`config.mk`:
```
export PLATFORM = sky130hd
export DESIGN_NAME = bacp_top
export DESIGN_NICKNAME = d
export VERILOG_FILES = /design/src/core/bacp_pkg.sv /design/src/core/bacp_top.sv /design/src/core/bacp_volt_alarm.sv
export SDC_FILE = /design/constraint.sdc
export NUM_CORES = 2
export LEC_CHECK = 0
export BUFFER_PORTS_ARGS = -buffer_cell sky130_fd_sc_hd__clkbuf_2
export CORE_MARGIN = 2
export CORE_UTILIZATION = 50
export CTS_CLUSTER_SIZE = 20
export DETAILED_ROUTE_END_ITERATION = 16
export PLACE_DENSITY = 0.73
export SLEW_MARGIN = 20
export SYNTH_ARGS = -nofsm -noshare
export SYNTH_HDL_FRONTEND = slang
export SYNTH_SLANG_ARGS = --single-unit
```
`constraint.sdc`:
```
create_clock -name sys_clk_i -period 3.75 [get_ports sys_clk_i]
set_input_delay 0.375 -clock sys_clk_i [delete_from_list [all_inputs] [get_ports sys_clk_i]]
set_output_delay 0.375 -clock sys_clk_i [all_outputs]
set_load 0.1 [all_outputs]
```
`src/core/bacp_pkg.sv`:
```
package bacp_pkg;
  // load mode and selector encodings
  localparam logic [7:0] BACP_LOAD_MODE_CURRENT = 8'h00;
  localparam logic [7:0] BACP_LOAD_MODE_POWER   = 8'h01;
  localparam logic [7:0] BACP_SEL_LAST_RUN      = 8'h00;
  localparam logic [7:0] BACP_SEL_PRESENT_AVG   = 8'h01;
  localparam logic [7:0] BACP_SEL_INSTANT       = 8'h02;
  localparam logic [7:0] BACP_SEL_FILTERED      = 8'h03;
  localparam logic [7:0] BACP_SEL_DESIGN_FIFTH  = 8'h04;
  localparam logic [7:0] BACP_SEL_AT_RATE       = 8'h05;
  localparam logic [7:0] BACP_SEL_USER_RATE     = 8'h06;
  localparam int         BACP_DESIGN_DIVISOR    = 5;
  // soc thresholds are signed bytes, -1 disables
  localparam logic signed [7:0] BACP_SOC_DISABLED = 8'shFF;
  // qualification limits, temperature in 0.1 degC
  localparam logic signed [15:0] BACP_TEMP_MIN_DC  = 16'sh0064;
  localparam logic signed [15:0] BACP_TEMP_MAX_DC  = 16'sh0190;
  localparam logic [15:0]        BACP_CELL_BAND_LO = 16'h0E99;
  localparam logic [15:0]        BACP_CELL_BAND_HI = 16'h0ED8;
  localparam logic [7:0]         BACP_DELTA_PCT    = 8'h25;
  localparam logic [15:0]        BACP_RELAX_SLOPE_UV = 16'h0004;
  // rest timeout
  localparam int BACP_REST_LIMIT_HRS = 5;
  localparam int BACP_REST_LIMIT_S   = BACP_REST_LIMIT_HRS * 3600;
  // clock and tick
  localparam int BACP_CLK_HZ      = 10_000_000;
  localparam int BACP_TICK_S      = 1;
  localparam int BACP_TICK_CYCLES = BACP_CLK_HZ * BACP_TICK_S;
  // defaults
  localparam logic signed [7:0] BACP_TDA_SET_DEF = 8'sh06;
  localparam logic signed [7:0] BACP_TDA_CLR_DEF = 8'sh08;
  localparam logic signed [7:0] BACP_FD_SET_DEF  = 8'sh02;
  localparam logic signed [7:0] BACP_FD_CLR_DEF  = 8'sh05;
  localparam logic signed [7:0] BACP_TCA_SET_DEF = 8'shFF;
  localparam logic signed [7:0] BACP_TCA_CLR_DEF = 8'sh5F;
  localparam logic signed [7:0] BACP_FC_SET_DEF  = 8'shFF;
  localparam logic signed [7:0] BACP_FC_CLR_DEF  = 8'sh62;
  localparam logic [15:0] BACP_TDA_VLEVEL_DEF = 16'h1388;
  localparam logic [15:0] BACP_TDA_VREC_DEF   = 16'h157C;
  localparam logic [15:0] BACP_FD_VLEVEL_DEF  = 16'h1388;
  localparam logic [15:0] BACP_FD_VREC_DEF    = 16'h1388;
  localparam logic [7:0]  BACP_VDWELL_DEF     = 8'h05;

  // rest-qualification states, gray from idle to second; the return from second to first changes both bits
  typedef enum logic [1:0] {
    BACP_Q_IDLE   = 2'b00,
    BACP_Q_FIRST  = 2'b01,
    BACP_Q_ACTIVE = 2'b11,
    BACP_Q_SECOND = 2'b10
  } bacp_qstate_t;
endpackage : bacp_pkg

```
`src/core/bacp_top.sv`:
```
`timescale 1ns/1ns
// Functional notes
// - selector 0 uses previous discharge average current or power.
// - selector 1 uses present discharge running average current or power.
// - selector 2 uses instant current, or current times voltage in power mode.
// - selector 3 uses filtered average current, or times voltage in power mode.
// - selectors 4 to 6 use design/5, host at-rate, or stored user rate.
// - track largest pulse voltage deviation during discharge, in millivolts.
// - hold back configured reserve charge or energy before termination.
// - reserve compensated at no load when bit 0, at selected rate when 1.
// - full capacity update needs relaxed readings before and after activity.
// - relaxed when voltage slope falls below 4 microvolts.
// - rest beyond 5 hours forces the reading regardless of slope.
// - reject update when temperature outside 10 to 40 degrees.
// - reject update when passed capacity below 37 percent.
// - reject update when any cell voltage within 3737 to 3800 mV.
// - soc alarms use relative soc when select 0, absolute when 1.
// - discharge alarm and empty flag set at or below, clear at or above.
// - charge alarm and full flag set at or above, clear at or below.
// - threshold of -1 disables that soc action; range -1 to 100.
// - discharge alarm set by voltage dwell, cleared at recovery voltage.
// - empty flag set by voltage dwell, cleared at recovery voltage.
// - load mode 0 selects current, 1 selects power compensation.
// - decisions refresh every second, or at sleep interval in sleep mode.
module bacp_top #(
  parameter int TICK_CYCLES  = bacp_pkg::BACP_TICK_CYCLES,
  parameter int REST_LIMIT_S = bacp_pkg::BACP_REST_LIMIT_S
) (
  // clock and reset
  input  wire logic        sys_clk_i,
  input  wire logic        nrst_i,
  // mode
  input  wire logic        sleep_mode_i,
  input  wire logic [7:0]  sleep_interval_i,
  input  wire logic        discharging_i,
  input  wire logic        relax_mode_i,
  input  wire logic [7:0]  load_mode_i,
  input  wire logic [7:0]  load_select_i,
  input  wire logic        reserve_rate_compensation_i,
  input  wire logic        soc_alarm_source_select_i,
  // measurements
  input  wire logic signed [15:0] current_i,
  input  wire logic signed [15:0] avg_current_i,
  input  wire logic [15:0] voltage_i,
  input  wire logic signed [15:0] temperature_i,
  input  wire logic [63:0] cell_voltage_i,
  input  wire logic [15:0] dv_dt_uv_i,
  input  wire logic signed [15:0] pulse_deviation_i,
  input  wire logic [7:0]  relative_soc_i,
  input  wire logic [7:0]  absolute_soc_i,
  input  wire logic [7:0]  passed_pct_i,
  // stored figures
  input  wire logic signed [31:0] last_run_current_i,
  input  wire logic signed [31:0] last_run_power_i,
  input  wire logic signed [31:0] present_avg_current_i,
  input  wire logic signed [31:0] present_avg_power_i,
  input  wire logic [15:0] design_capacity_i,
  input  wire logic [15:0] design_energy_i,
  input  wire logic signed [15:0] at_rate_i,
  input  wire logic signed [15:0] fixed_rate_current_i,
  input  wire logic signed [15:0] fixed_rate_power_i,
  input  wire logic [15:0] reserve_charge_i,
  input  wire logic [15:0] reserve_energy_i,
  // thresholds
  input  wire logic signed [7:0] tda_set_pct_i,
  input  wire logic signed [7:0] tda_clr_pct_i,
  input  wire logic signed [7:0] fd_set_pct_i,
  input  wire logic signed [7:0] fd_clr_pct_i,
  input  wire logic signed [7:0] tca_set_pct_i,
  input  wire logic signed [7:0] tca_clr_pct_i,
  input  wire logic signed [7:0] fc_set_pct_i,
  input  wire logic signed [7:0] fc_clr_pct_i,
  input  wire logic [15:0] discharge_alarm_voltage_level_i,
  input  wire logic [7:0]  discharge_alarm_voltage_dwell_i,
  input  wire logic [15:0] discharge_alarm_voltage_recovery_i,
  input  wire logic [15:0] empty_flag_voltage_level_i,
  input  wire logic [7:0]  empty_flag_voltage_dwell_i,
  input  wire logic [15:0] empty_flag_voltage_recovery_i,
  // results
  output logic             tick_o,
  output logic signed [31:0] load_estimate_o,
  output logic signed [31:0] reserve_rate_o,
  output logic [15:0]      reserve_amount_o,
  output logic signed [15:0] delta_voltage_o,
  output logic             ocv_take_o,
  output logic             qmax_update_o,
  output logic             qmax_reject_o,
  output logic             term_discharge_alarm_o,
  output logic             fully_discharged_o,
  output logic             term_charge_alarm_o,
  output logic             fully_charged_o
);
  import bacp_pkg::*;

  // refused at elaboration: a divider below two cycles cannot make a one-cycle tick
  if (TICK_CYCLES < 2 || REST_LIMIT_S < 1) begin : g_bad_param
    $error("bacp_top: bad parameters");
  end

  typedef struct packed {
    logic [31:0]        div;
    logic [7:0]         sleep_cnt;
    logic               tick;
    logic signed [31:0] load_est;
    logic signed [31:0] res_rate;
    logic [15:0]        res_amt;
    logic signed [15:0] dv;
    bacp_qstate_t       qst;
    logic [31:0]        rest_s;
    logic               ocv;
    logic               upd;
    logic               rej;
    logic               tda;
    logic               fd;
    logic               tca;
    logic               fc;
  } bacp_state_t;
  bacp_state_t state_reg, state_next;

  logic tda_vset, tda_vclr, fd_vset, fd_vclr;

  function automatic logic bacp_le(input logic [7:0] soc, input logic signed [7:0] th);
    bacp_le = (th != BACP_SOC_DISABLED) && ($signed({1'b0, soc}) <= 9'(th));
  endfunction : bacp_le

  function automatic logic bacp_ge(input logic [7:0] soc, input logic signed [7:0] th);
    bacp_ge = (th != BACP_SOC_DISABLED) && ($signed({1'b0, soc}) >= 9'(th));
  endfunction : bacp_ge

  function automatic logic signed [31:0] bacp_mul(input logic signed [15:0] i,
                                                  input logic [15:0] v);
    bacp_mul = 32'(i * $signed({1'b0, v}));
  endfunction : bacp_mul

  logic       pwr;
  logic [7:0] soc;
  logic       cell_in_band;
  logic       temp_bad;
  logic       relaxed;
  always_comb begin
    pwr = (load_mode_i == BACP_LOAD_MODE_POWER);
    soc = soc_alarm_source_select_i ? absolute_soc_i : relative_soc_i;
    cell_in_band = 1'b0;
    for (int c = 0; c < 4; c++) begin
      if (cell_voltage_i[c*16 +: 16] >= BACP_CELL_BAND_LO &&
          cell_voltage_i[c*16 +: 16] <= BACP_CELL_BAND_HI) begin
        cell_in_band = 1'b1;
      end
    end
    temp_bad = temperature_i < BACP_TEMP_MIN_DC || temperature_i > BACP_TEMP_MAX_DC;
    relaxed = relax_mode_i && (dv_dt_uv_i < BACP_RELAX_SLOPE_UV ||
              state_reg.rest_s >= 32'(REST_LIMIT_S));
  end

  bacp_volt_alarm u_tda_volt (
    .sys_clk_i  (sys_clk_i),
    .nrst_i     (nrst_i),
    .tick_i     (state_reg.tick),
    .voltage_i  (voltage_i),
    .level_i    (discharge_alarm_voltage_level_i),
    .recovery_i (discharge_alarm_voltage_recovery_i),
    .dwell_i    (discharge_alarm_voltage_dwell_i),
    .set_o      (tda_vset),
    .clear_o    (tda_vclr)
  );

  bacp_volt_alarm u_fd_volt (
    .sys_clk_i  (sys_clk_i),
    .nrst_i     (nrst_i),
    .tick_i     (state_reg.tick),
    .voltage_i  (voltage_i),
    .level_i    (empty_flag_voltage_level_i),
    .recovery_i (empty_flag_voltage_recovery_i),
    .dwell_i    (empty_flag_voltage_dwell_i),
    .set_o      (fd_vset),
    .clear_o    (fd_vclr)
  );

  always_comb begin
    state_next = state_reg;
    state_next.tick = 1'b0;
    state_next.ocv = 1'b0;
    state_next.upd = 1'b0;
    state_next.rej = 1'b0;
    // one-second divider; in sleep, every sleep_interval seconds
    if (state_reg.div >= 32'(TICK_CYCLES - 1)) begin
      state_next.div = '0;
      if (!sleep_mode_i || state_reg.sleep_cnt + 8'h01 >= sleep_interval_i) begin
        state_next.tick = 1'b1;
        state_next.sleep_cnt = '0;
      end else begin
        state_next.sleep_cnt = state_reg.sleep_cnt + 8'h01;
      end
    end else begin
      state_next.div = state_reg.div + 32'h1;
    end

    if (state_reg.tick) begin
      case (load_select_i)
        BACP_SEL_LAST_RUN:
          state_next.load_est = pwr ? last_run_power_i : last_run_current_i;
        BACP_SEL_PRESENT_AVG:
          state_next.load_est = pwr ? present_avg_power_i : present_avg_current_i;
        BACP_SEL_INSTANT:
          state_next.load_est = pwr ? bacp_mul(current_i, voltage_i) : 32'(current_i);
        BACP_SEL_FILTERED:
          state_next.load_est = pwr ? bacp_mul(avg_current_i, voltage_i)
                                    : 32'(avg_current_i);
        BACP_SEL_DESIGN_FIFTH:
          state_next.load_est = 32'((pwr ? design_energy_i : design_capacity_i)
                                    / 16'(BACP_DESIGN_DIVISOR));
        BACP_SEL_AT_RATE:
          state_next.load_est = 32'(at_rate_i);
        BACP_SEL_USER_RATE:
          state_next.load_est = pwr ? 32'(fixed_rate_power_i)
                                    : 32'(fixed_rate_current_i);
        default:
          state_next.load_est = state_reg.load_est;
      endcase
      state_next.res_amt = pwr ? reserve_energy_i : reserve_charge_i;
      state_next.res_rate = reserve_rate_compensation_i ? state_reg.load_est : 32'sh0;
      if (discharging_i && pulse_deviation_i > state_reg.dv) begin
        state_next.dv = pulse_deviation_i;
      end

      // rest timer counts seconds in relaxation
      state_next.rest_s = relax_mode_i ? state_reg.rest_s + 32'h1 : 32'h0;
      case (state_reg.qst)
        BACP_Q_IDLE: begin
          if (relaxed) begin
            state_next.qst = BACP_Q_FIRST;
            state_next.ocv = 1'b1;
          end
        end
        BACP_Q_FIRST: begin
          if (!relax_mode_i) begin
            state_next.qst = BACP_Q_ACTIVE;
          end
        end
        BACP_Q_ACTIVE: begin
          if (relaxed) begin
            state_next.qst = BACP_Q_SECOND;
            state_next.ocv = 1'b1;
          end
        end
        BACP_Q_SECOND: begin
          // second reading also serves as the first of the next pair
          state_next.qst = BACP_Q_FIRST;
          if (temp_bad || passed_pct_i < BACP_DELTA_PCT || cell_in_band) begin
            state_next.rej = 1'b1;
          end else begin
            state_next.upd = 1'b1;
          end
        end
        default: state_next.qst = BACP_Q_IDLE;
      endcase

      // clear first then set, so a set in the same evaluation wins
      if (bacp_ge(soc, tda_clr_pct_i) || tda_vclr) state_next.tda = 1'b0;
      if (bacp_le(soc, tda_set_pct_i) || tda_vset) state_next.tda = 1'b1;
      if (bacp_ge(soc, fd_clr_pct_i) || fd_vclr) state_next.fd = 1'b0;
      if (bacp_le(soc, fd_set_pct_i) || fd_vset) state_next.fd = 1'b1;
      if (bacp_le(soc, tca_clr_pct_i)) state_next.tca = 1'b0;
      if (bacp_ge(soc, tca_set_pct_i)) state_next.tca = 1'b1;
      if (bacp_le(soc, fc_clr_pct_i)) state_next.fc = 1'b0;
      if (bacp_ge(soc, fc_set_pct_i)) state_next.fc = 1'b1;
    end
  end

  always_ff @(posedge sys_clk_i or negedge nrst_i) begin
    if (!nrst_i) begin
      state_reg <= '0;
    end else begin
      state_reg <= state_next;
    end
  end

  assign tick_o                 = state_reg.tick;
  assign load_estimate_o        = state_reg.load_est;
  assign reserve_rate_o         = state_reg.res_rate;
  assign reserve_amount_o       = state_reg.res_amt;
  assign delta_voltage_o        = state_reg.dv;
  assign ocv_take_o             = state_reg.ocv;
  assign qmax_update_o          = state_reg.upd;
  assign qmax_reject_o          = state_reg.rej;
  assign term_discharge_alarm_o = state_reg.tda;
  assign fully_discharged_o     = state_reg.fd;
  assign term_charge_alarm_o    = state_reg.tca;
  assign fully_charged_o        = state_reg.fc;
endmodule : bacp_top

```
`src/core/bacp_volt_alarm.sv`:
```
`timescale 1ns/1ns
// one voltage-qualified flag: set after dwell at or below level, clear at recovery
module bacp_volt_alarm (
  // clock and reset
  input  wire logic        sys_clk_i,
  input  wire logic        nrst_i,
  // evaluation
  input  wire logic        tick_i,
  input  wire logic [15:0] voltage_i,
  input  wire logic [15:0] level_i,
  input  wire logic [15:0] recovery_i,
  input  wire logic [7:0]  dwell_i,
  // result
  output logic             set_o,
  output logic             clear_o
);
  import bacp_pkg::*;
  typedef struct packed {
    logic [7:0] cnt;
    logic       set;
    logic       clr;
  } bacp_va_t;
  bacp_va_t state_reg, state_next;

  always_comb begin
    state_next = state_reg;
    if (tick_i) begin
      state_next.set = 1'b0;
      state_next.clr = voltage_i >= recovery_i;
      if (voltage_i <= level_i) begin
        // counts seconds below; dwell of zero sets at once
        if (state_reg.cnt + 8'h01 >= dwell_i) begin
          state_next.set = 1'b1;
          state_next.cnt = state_reg.cnt;
        end else begin
          state_next.cnt = state_reg.cnt + 8'h01;
        end
      end else begin
        state_next.cnt = 8'h00;
      end
    end
  end

  always_ff @(posedge sys_clk_i or negedge nrst_i) begin
    if (!nrst_i) begin
      state_reg <= '0;
    end else begin
      state_reg <= state_next;
    end
  end

  assign set_o   = state_reg.set;
  assign clear_o = state_reg.clr;
endmodule : bacp_volt_alarm
```
== After elaboration in Yosys (flattened, before gate mapping) ==
Cells that the tools add are included.
Cells by class
  equality and inequality tests: 23
  $add $sub $neg: 5
  multiply operators: 2
  multiplexer cells: 45
  reductions and logical operators: 41
  div/mod/pow operators: 1
  order comparisons: 30
Operators by type and width (count)
  $mux 32: 8
  $pmux 32 s7: 1
  $add 32x1->32 const B: 2
  $ge 16x12->1 const B: 4
  $le 16x12->1 const B: 4
  $mul 16x17->32: 2
  $ne 8x1->1 const B: 8
  $mux 8: 6
  $ge 9x8->1: 4
  $le 9x8->1: 4
  $div 32x3->32 const B: 1
  $ge 16x16->1: 2
  $ge 32x15->1 const B: 1
  $ge 32x24->1 const B: 1
  $le 16x16->1: 2
  $mux 16: 2
  $add 8x1->8 const B: 3
  $eq 8x3->1 const B: 3
  $ge 8x8->1: 3
  $mux 1: 22
  $eq 8x1->1 const B: 2
  $eq 8x2->1 const B: 2
  $gt 16x10->1 const B: 1
  $gt 16x16->1: 1
  other kinds (19): 58
Storage, ports and cells
  word-level logic and storage cells: 169
  output and inout port bits: 104
  register bits: 198
  input bits: 599

== Logic depth before layout (Yosys ltp) ==
  depth in word-level cells: 10
  depth in mapped cells: 52
  mapped depth without buffers: 41

== Cells and area by module ==
A second synthesis with hierarchy kept.
Unflattened totals
  cells, all modules: 4749
  area, all modules: 38366.8 µm²
By module, submodules not included
  bacp_top: instances 1, seq. area each 4454.3 µm², cells each 4373, area an instance 35343.9 µm²
  bacp_volt_alarm: instances 2, seq. area each 250.2 µm², cells each 188, area an instance 1511.4 µm²

== Worst setup path after synthesis ==
OpenSTA, ideal clock, no wires.
  path kind: input-to-reg
  from: input port load_mode_i[5]
  to: register state_reg, in the netlist load_estimate_o[0]
  path buffers: 11
  library setup time: 0.124 ns
  cell stages on the path: 49
  slack: -9.457 ns
  data arrival time: 13.084 ns
  cell sequence: or4_4 -> nor2_4 -> buf_2 -> buf_1 -> buf_1 -> clkbuf_1 -> clkbuf_1 -> clkbuf_1 -> clkbuf_1 -> clkbuf_1 -> o21ai_0 -> ha_1 -> nand2b_1 -> o21ai_0 -> a211oi_1 -> or3b_1 -> clkbuf_1 -> or3_1 -> [13 not listed] -> mux2_2 -> or3_4 -> nor3_1 -> o2111ai_1 -> or4_1 -> o21ai_1 -> a31o_1 -> or3_4 -> nand2_1 -> nand2_1 -> inv_1 -> ha_1 -> a311o_1 -> o21ai_1 -> or4b_1 -> a221o_1 -> o21ai_0 -> a21oi_1
On the way
  cells in the longest elaborated chain, start to end: 4
  elaborated cells on any way between the ends: 9
  classes of those cells: 1 x div; 1 x eq/ne; 7 x mux
RTL lines
  from (decl): RTL line bacp_top.sv:37  | input wire logic [7:0] load_mode_i,
  $eq 8x1->1 *: RTL line bacp_top.sv:141  | pwr = (load_mode_i == BACP_LOAD_MODE_POWER);
  $mux 16: RTL line bacp_top.sv:210  | state_next.load_est = 32'((pwr ? design_energy_i : design_capacity_i)
  $div 32x3->32: RTL line bacp_top.sv:211  | / 16'(BACP_DESIGN_DIVISOR));
  $pmux 32 s7 *: RTL line bacp_top.sv:199  | case (load_select_i)
  to (signal assigned): RTL line bacp_top.sv:274  | state_reg <= state_next;
  to (decl): RTL line bacp_top.sv:118  | bacp_state_t state_reg, state_next;
Mark *: on every way between the ends. The rest lies on a longest branch, timed or not.
A chain may end at the register's enable or synchronous reset.

== Worst setup path in the final report ==
  from: input port load_mode_i[3]
  to: register state_reg, in the netlist load_estimate_o[0]
Same word-level chain as after synthesis.

==> results.md <==
* FMAX at 101 MHz
* Met3 usage at 0.0760
* Hold Crit Depth at 3
* Crit-path max cell delay at 0.58 ns
* Cell mode on critical path: buf_6
* Slowest cell on crit path: or4b_4
* Initial Utilization at 0.506
* Gr usage total at 0.361
* Share of layout cells above drive strength 1 at 0.328
* H-tree depth at 4
* Synth area leader: fa_1
* CP max FO at 6
* PD cells at 748 nW/um2
* Crit. End Element: flip-flop
* CP top delay family: compound AO/OA/AOI/OAI gates
* PnR worst setup slack at -6.11 ns
* Outcome: finished with violations
* Predominant post-synthesis flop cell: dfrtp_1
* Worst Max-Slew Pin Slew at 1.13 ns
* Clock tree sinks at 198
* Post-synth EDFFs at 0
* Synth Cell Area at 37700 um2
* Worst-path clk slew at 0.11 ns
* Root Driver: clkbuf_16
* Async SR Flop Fraction at 1.00
* FF-to-FF setup slack at 0.49 ns
* Final wirelength at 142 mm
* Max reg flops at 74
* Clock Path Buffers at 2
* RSZ-0062 raised after global routing: true
* Vias at 38400
* Max-cap violation count at 0
* Max VDD drop at 1.11 mV
* Reg2Reg Depth at 14
* Global-route met1 utilization at 0.440
* Final Cycle Share at 2.63
* Yosys reg bits at 198
* Vias in the first global route at 39000
* Die area at 77500 um2
* CTS tree: built
* P&R area growth vs syn at 33.8%
* Global routing's busiest layer: met2
* Remaining antenna violation count at 0
* Die width at 278 um
* Setup CP Type: input port to flip-flop
* GR Overflow Total at 0
* Final Hold Violating Endpoints at 0
* Crit path buf inv count at 9
* Final std cells w/o fill at 6870
* Hold Path End: reserve_amount_o[7]$_DFFE_PN0P_
* Hold_sp: reserve_energy_i[7]
* Skew-Pair Late Insertion Delay at 0.51 ns
* Initial drt markers at 2908
* Grt met2 use at 0.593
* Largest net degree at the start of global routing at 99
* Die H at 278 um
* Critical Path RT at 4.16 ns
* Netlist cell types at 108
* Placed cell count at 6761
* HPWL Detailed at 115 mm
* DRC at 0
* Slew headroom at 0.227
* Final core occ at 0.677
* Violated checks: negative setup slack
* Crit start category: input port
* Lkg Pwr at 25.9 nW
* # rows at 100
* Slew Viols, Final at 0
* Drt wl/cell at 20.6 um
* I/O pin cnt at 703
* Pwr Total at 0.0377 W
* TritonCTS Buffers at 17
* Period minus WS final at 9.86 ns
* Syn_area_per_cell at 8.03 um2
* WP data arrival at 10.27 ns
* Hold Path Class: input port to flip-flop
* Cells after synthesis at 4691
* Drt pass-1 iters at 8
* Final net count at 7292
* Core ar. at 74400 um2
* Clock skew at 0.0333 ns
* Warnings, synthesis at 0
* Vias per inst at 5.60
* # setup viols final at 32
* R2R Path End: state_reg[141]$_DFFE_PN0N_
* Port bufs at 700
* Top cell type's share of synthesized area at 0.206
* Seq/Total Area, Yosys at 0.132
* Initial antenna violation count at 16
* RD Place Congestion at 0.981
* Top post-synthesis cells by area: fa_1, ha_1, dfrtp_1
* Worst r2r src: state_reg[146]$_DFF_PN0_
* First-pass GRT wire length at 218 mm
[worst min-delay path: stages]
cell and delay (ns):
clkbuf_2 0.08, nand2_1 0.05, a31oi_1 0.07
[cell families after synthesis]
| kind of cell | synth area share |
|---|---|
| AND/OR/NAND/NOR | 0.206 |
| XOR/XNOR | 0.0325 |
| buffers and inverters | 0.109 |
| adder cells (fa/ha/maj) | 0.348 |
| multiplexers | 0.0176 |
| flip-flops | 0.132 |
| other | 0.0000996 |
| AO/OA/AOI/OAI | 0.155 |
[area by class of cell]
cell class                 instances  area [um2]
clock buffer                      18         429
fill                            6008       24000
multi-input combinational       3508       30900
inverter                         688        2590
tap                              969        1210
timing repair buffer            1468       10100
clock inverter                    14         181
sequential                       198        4960
antenna                            7        17.5
[cell usage after synthesis, types with 58 or more instances]
master	instances
a21oi_1	189
nor3_1	58
xnor2_1	87
dfrtp_1	198
o21ai_0	256
inv_1	688
nand3_1	92
o21a_1	65
fa_1	388
ha_1	424
nor2_1	196
and2_1	209
nand2_1	703
nand2b_1	86
buf_4	96
clkbuf_1	190
[power breakdown]
part | leakage (nW) | total (W) | switching (W) | internal [W]
Combinational | 23.0 | 0.0330 | 0.0168 | 0.0162
Clock | 0.297 | 0.00203 | 0.00107 | 0.000962
Sequential | 2.60 | 0.00267 | 0.000271 | 0.00240
Total | 25.9 | 0.0377 | 0.0181 | 0.0196
[placed cells by master, fill, tap and decap left out, types with 70 or more instances in the layout]
master / n
o21ai_0: 201
buf_4: 686
nand2_1: 672
nand2b_1: 85
xnor2_1: 70
nand3_1: 87
fa_1: 386
dfrtp_1: 197
a21oi_1: 125
nor2_1: 182
and2_1: 188
ha_1: 393
clkbuf_2: 679
inv_1: 650
[metal layers]
metal | share of wire | routed length [um]
met1 | 0.39 | 54900
met2 | 0.47 | 66400
met3 | 0.080 | 11300
met4 | 0.063 | 8980
met5 | 0.00097 | 138
[per-stage QoR]
| stage | hold WS, ns | setup WS, ns | TNS (ns) | area, um2 |
|---|---|---|---|---|
| floorplan | 0.0794 | -7.34 | -97.45 | 38600 |
| global placement | 0.463 | -6.73 | -112.66 | 46900 |
| detailed placement | 0.475 | -6.76 | -115.24 | 46900 |
| CTS | 0.0524 | -5.99 | -92.21 | 49500 |
| global route | 0.0812 | -6.48 | -99.83 | 50400 |
| finish | 0.0880 | -6.11 | -93.50 | 50400 |
[worst max path at each step]
stage / startpoint / endpoint / slack [ns] / cells past startpoint
6_report: load_mode_i[3] / load_estimate_o[0]$_DFFE_PN0P_ / -6.11 / 45
5_1_grt: load_mode_i[2] / load_estimate_o[0]$_DFFE_PN0P_ / -6.48 / 44
4_1_cts: load_mode_i[5] / load_estimate_o[0]$_DFFE_PN0P_ / -5.99 / 41
3_5_place_dp: load_mode_i[2] / load_estimate_o[0]$_DFFE_PN0P_ / -6.76 / 41
3_3_place_gp: load_mode_i[2] / load_estimate_o[0]$_DFFE_PN0P_ / -6.73 / 41
2_1_floorplan: load_mode_i[2] / load_estimate_o[0]$_DFFE_PN0P_ / -7.34 / 48
[timing repair]
item                                    in CTS  in global routing
pin swaps                                  185                171
cloned                                       3                  0
hold endpoints to repair                    94                  0
endpoints found under the setup margin      32                 34
resized for setup                          308                195
buffers inserted                            78                 30
hold buffers                                 1                  0
Note: power is estimated with default switching activity, not from simulation.
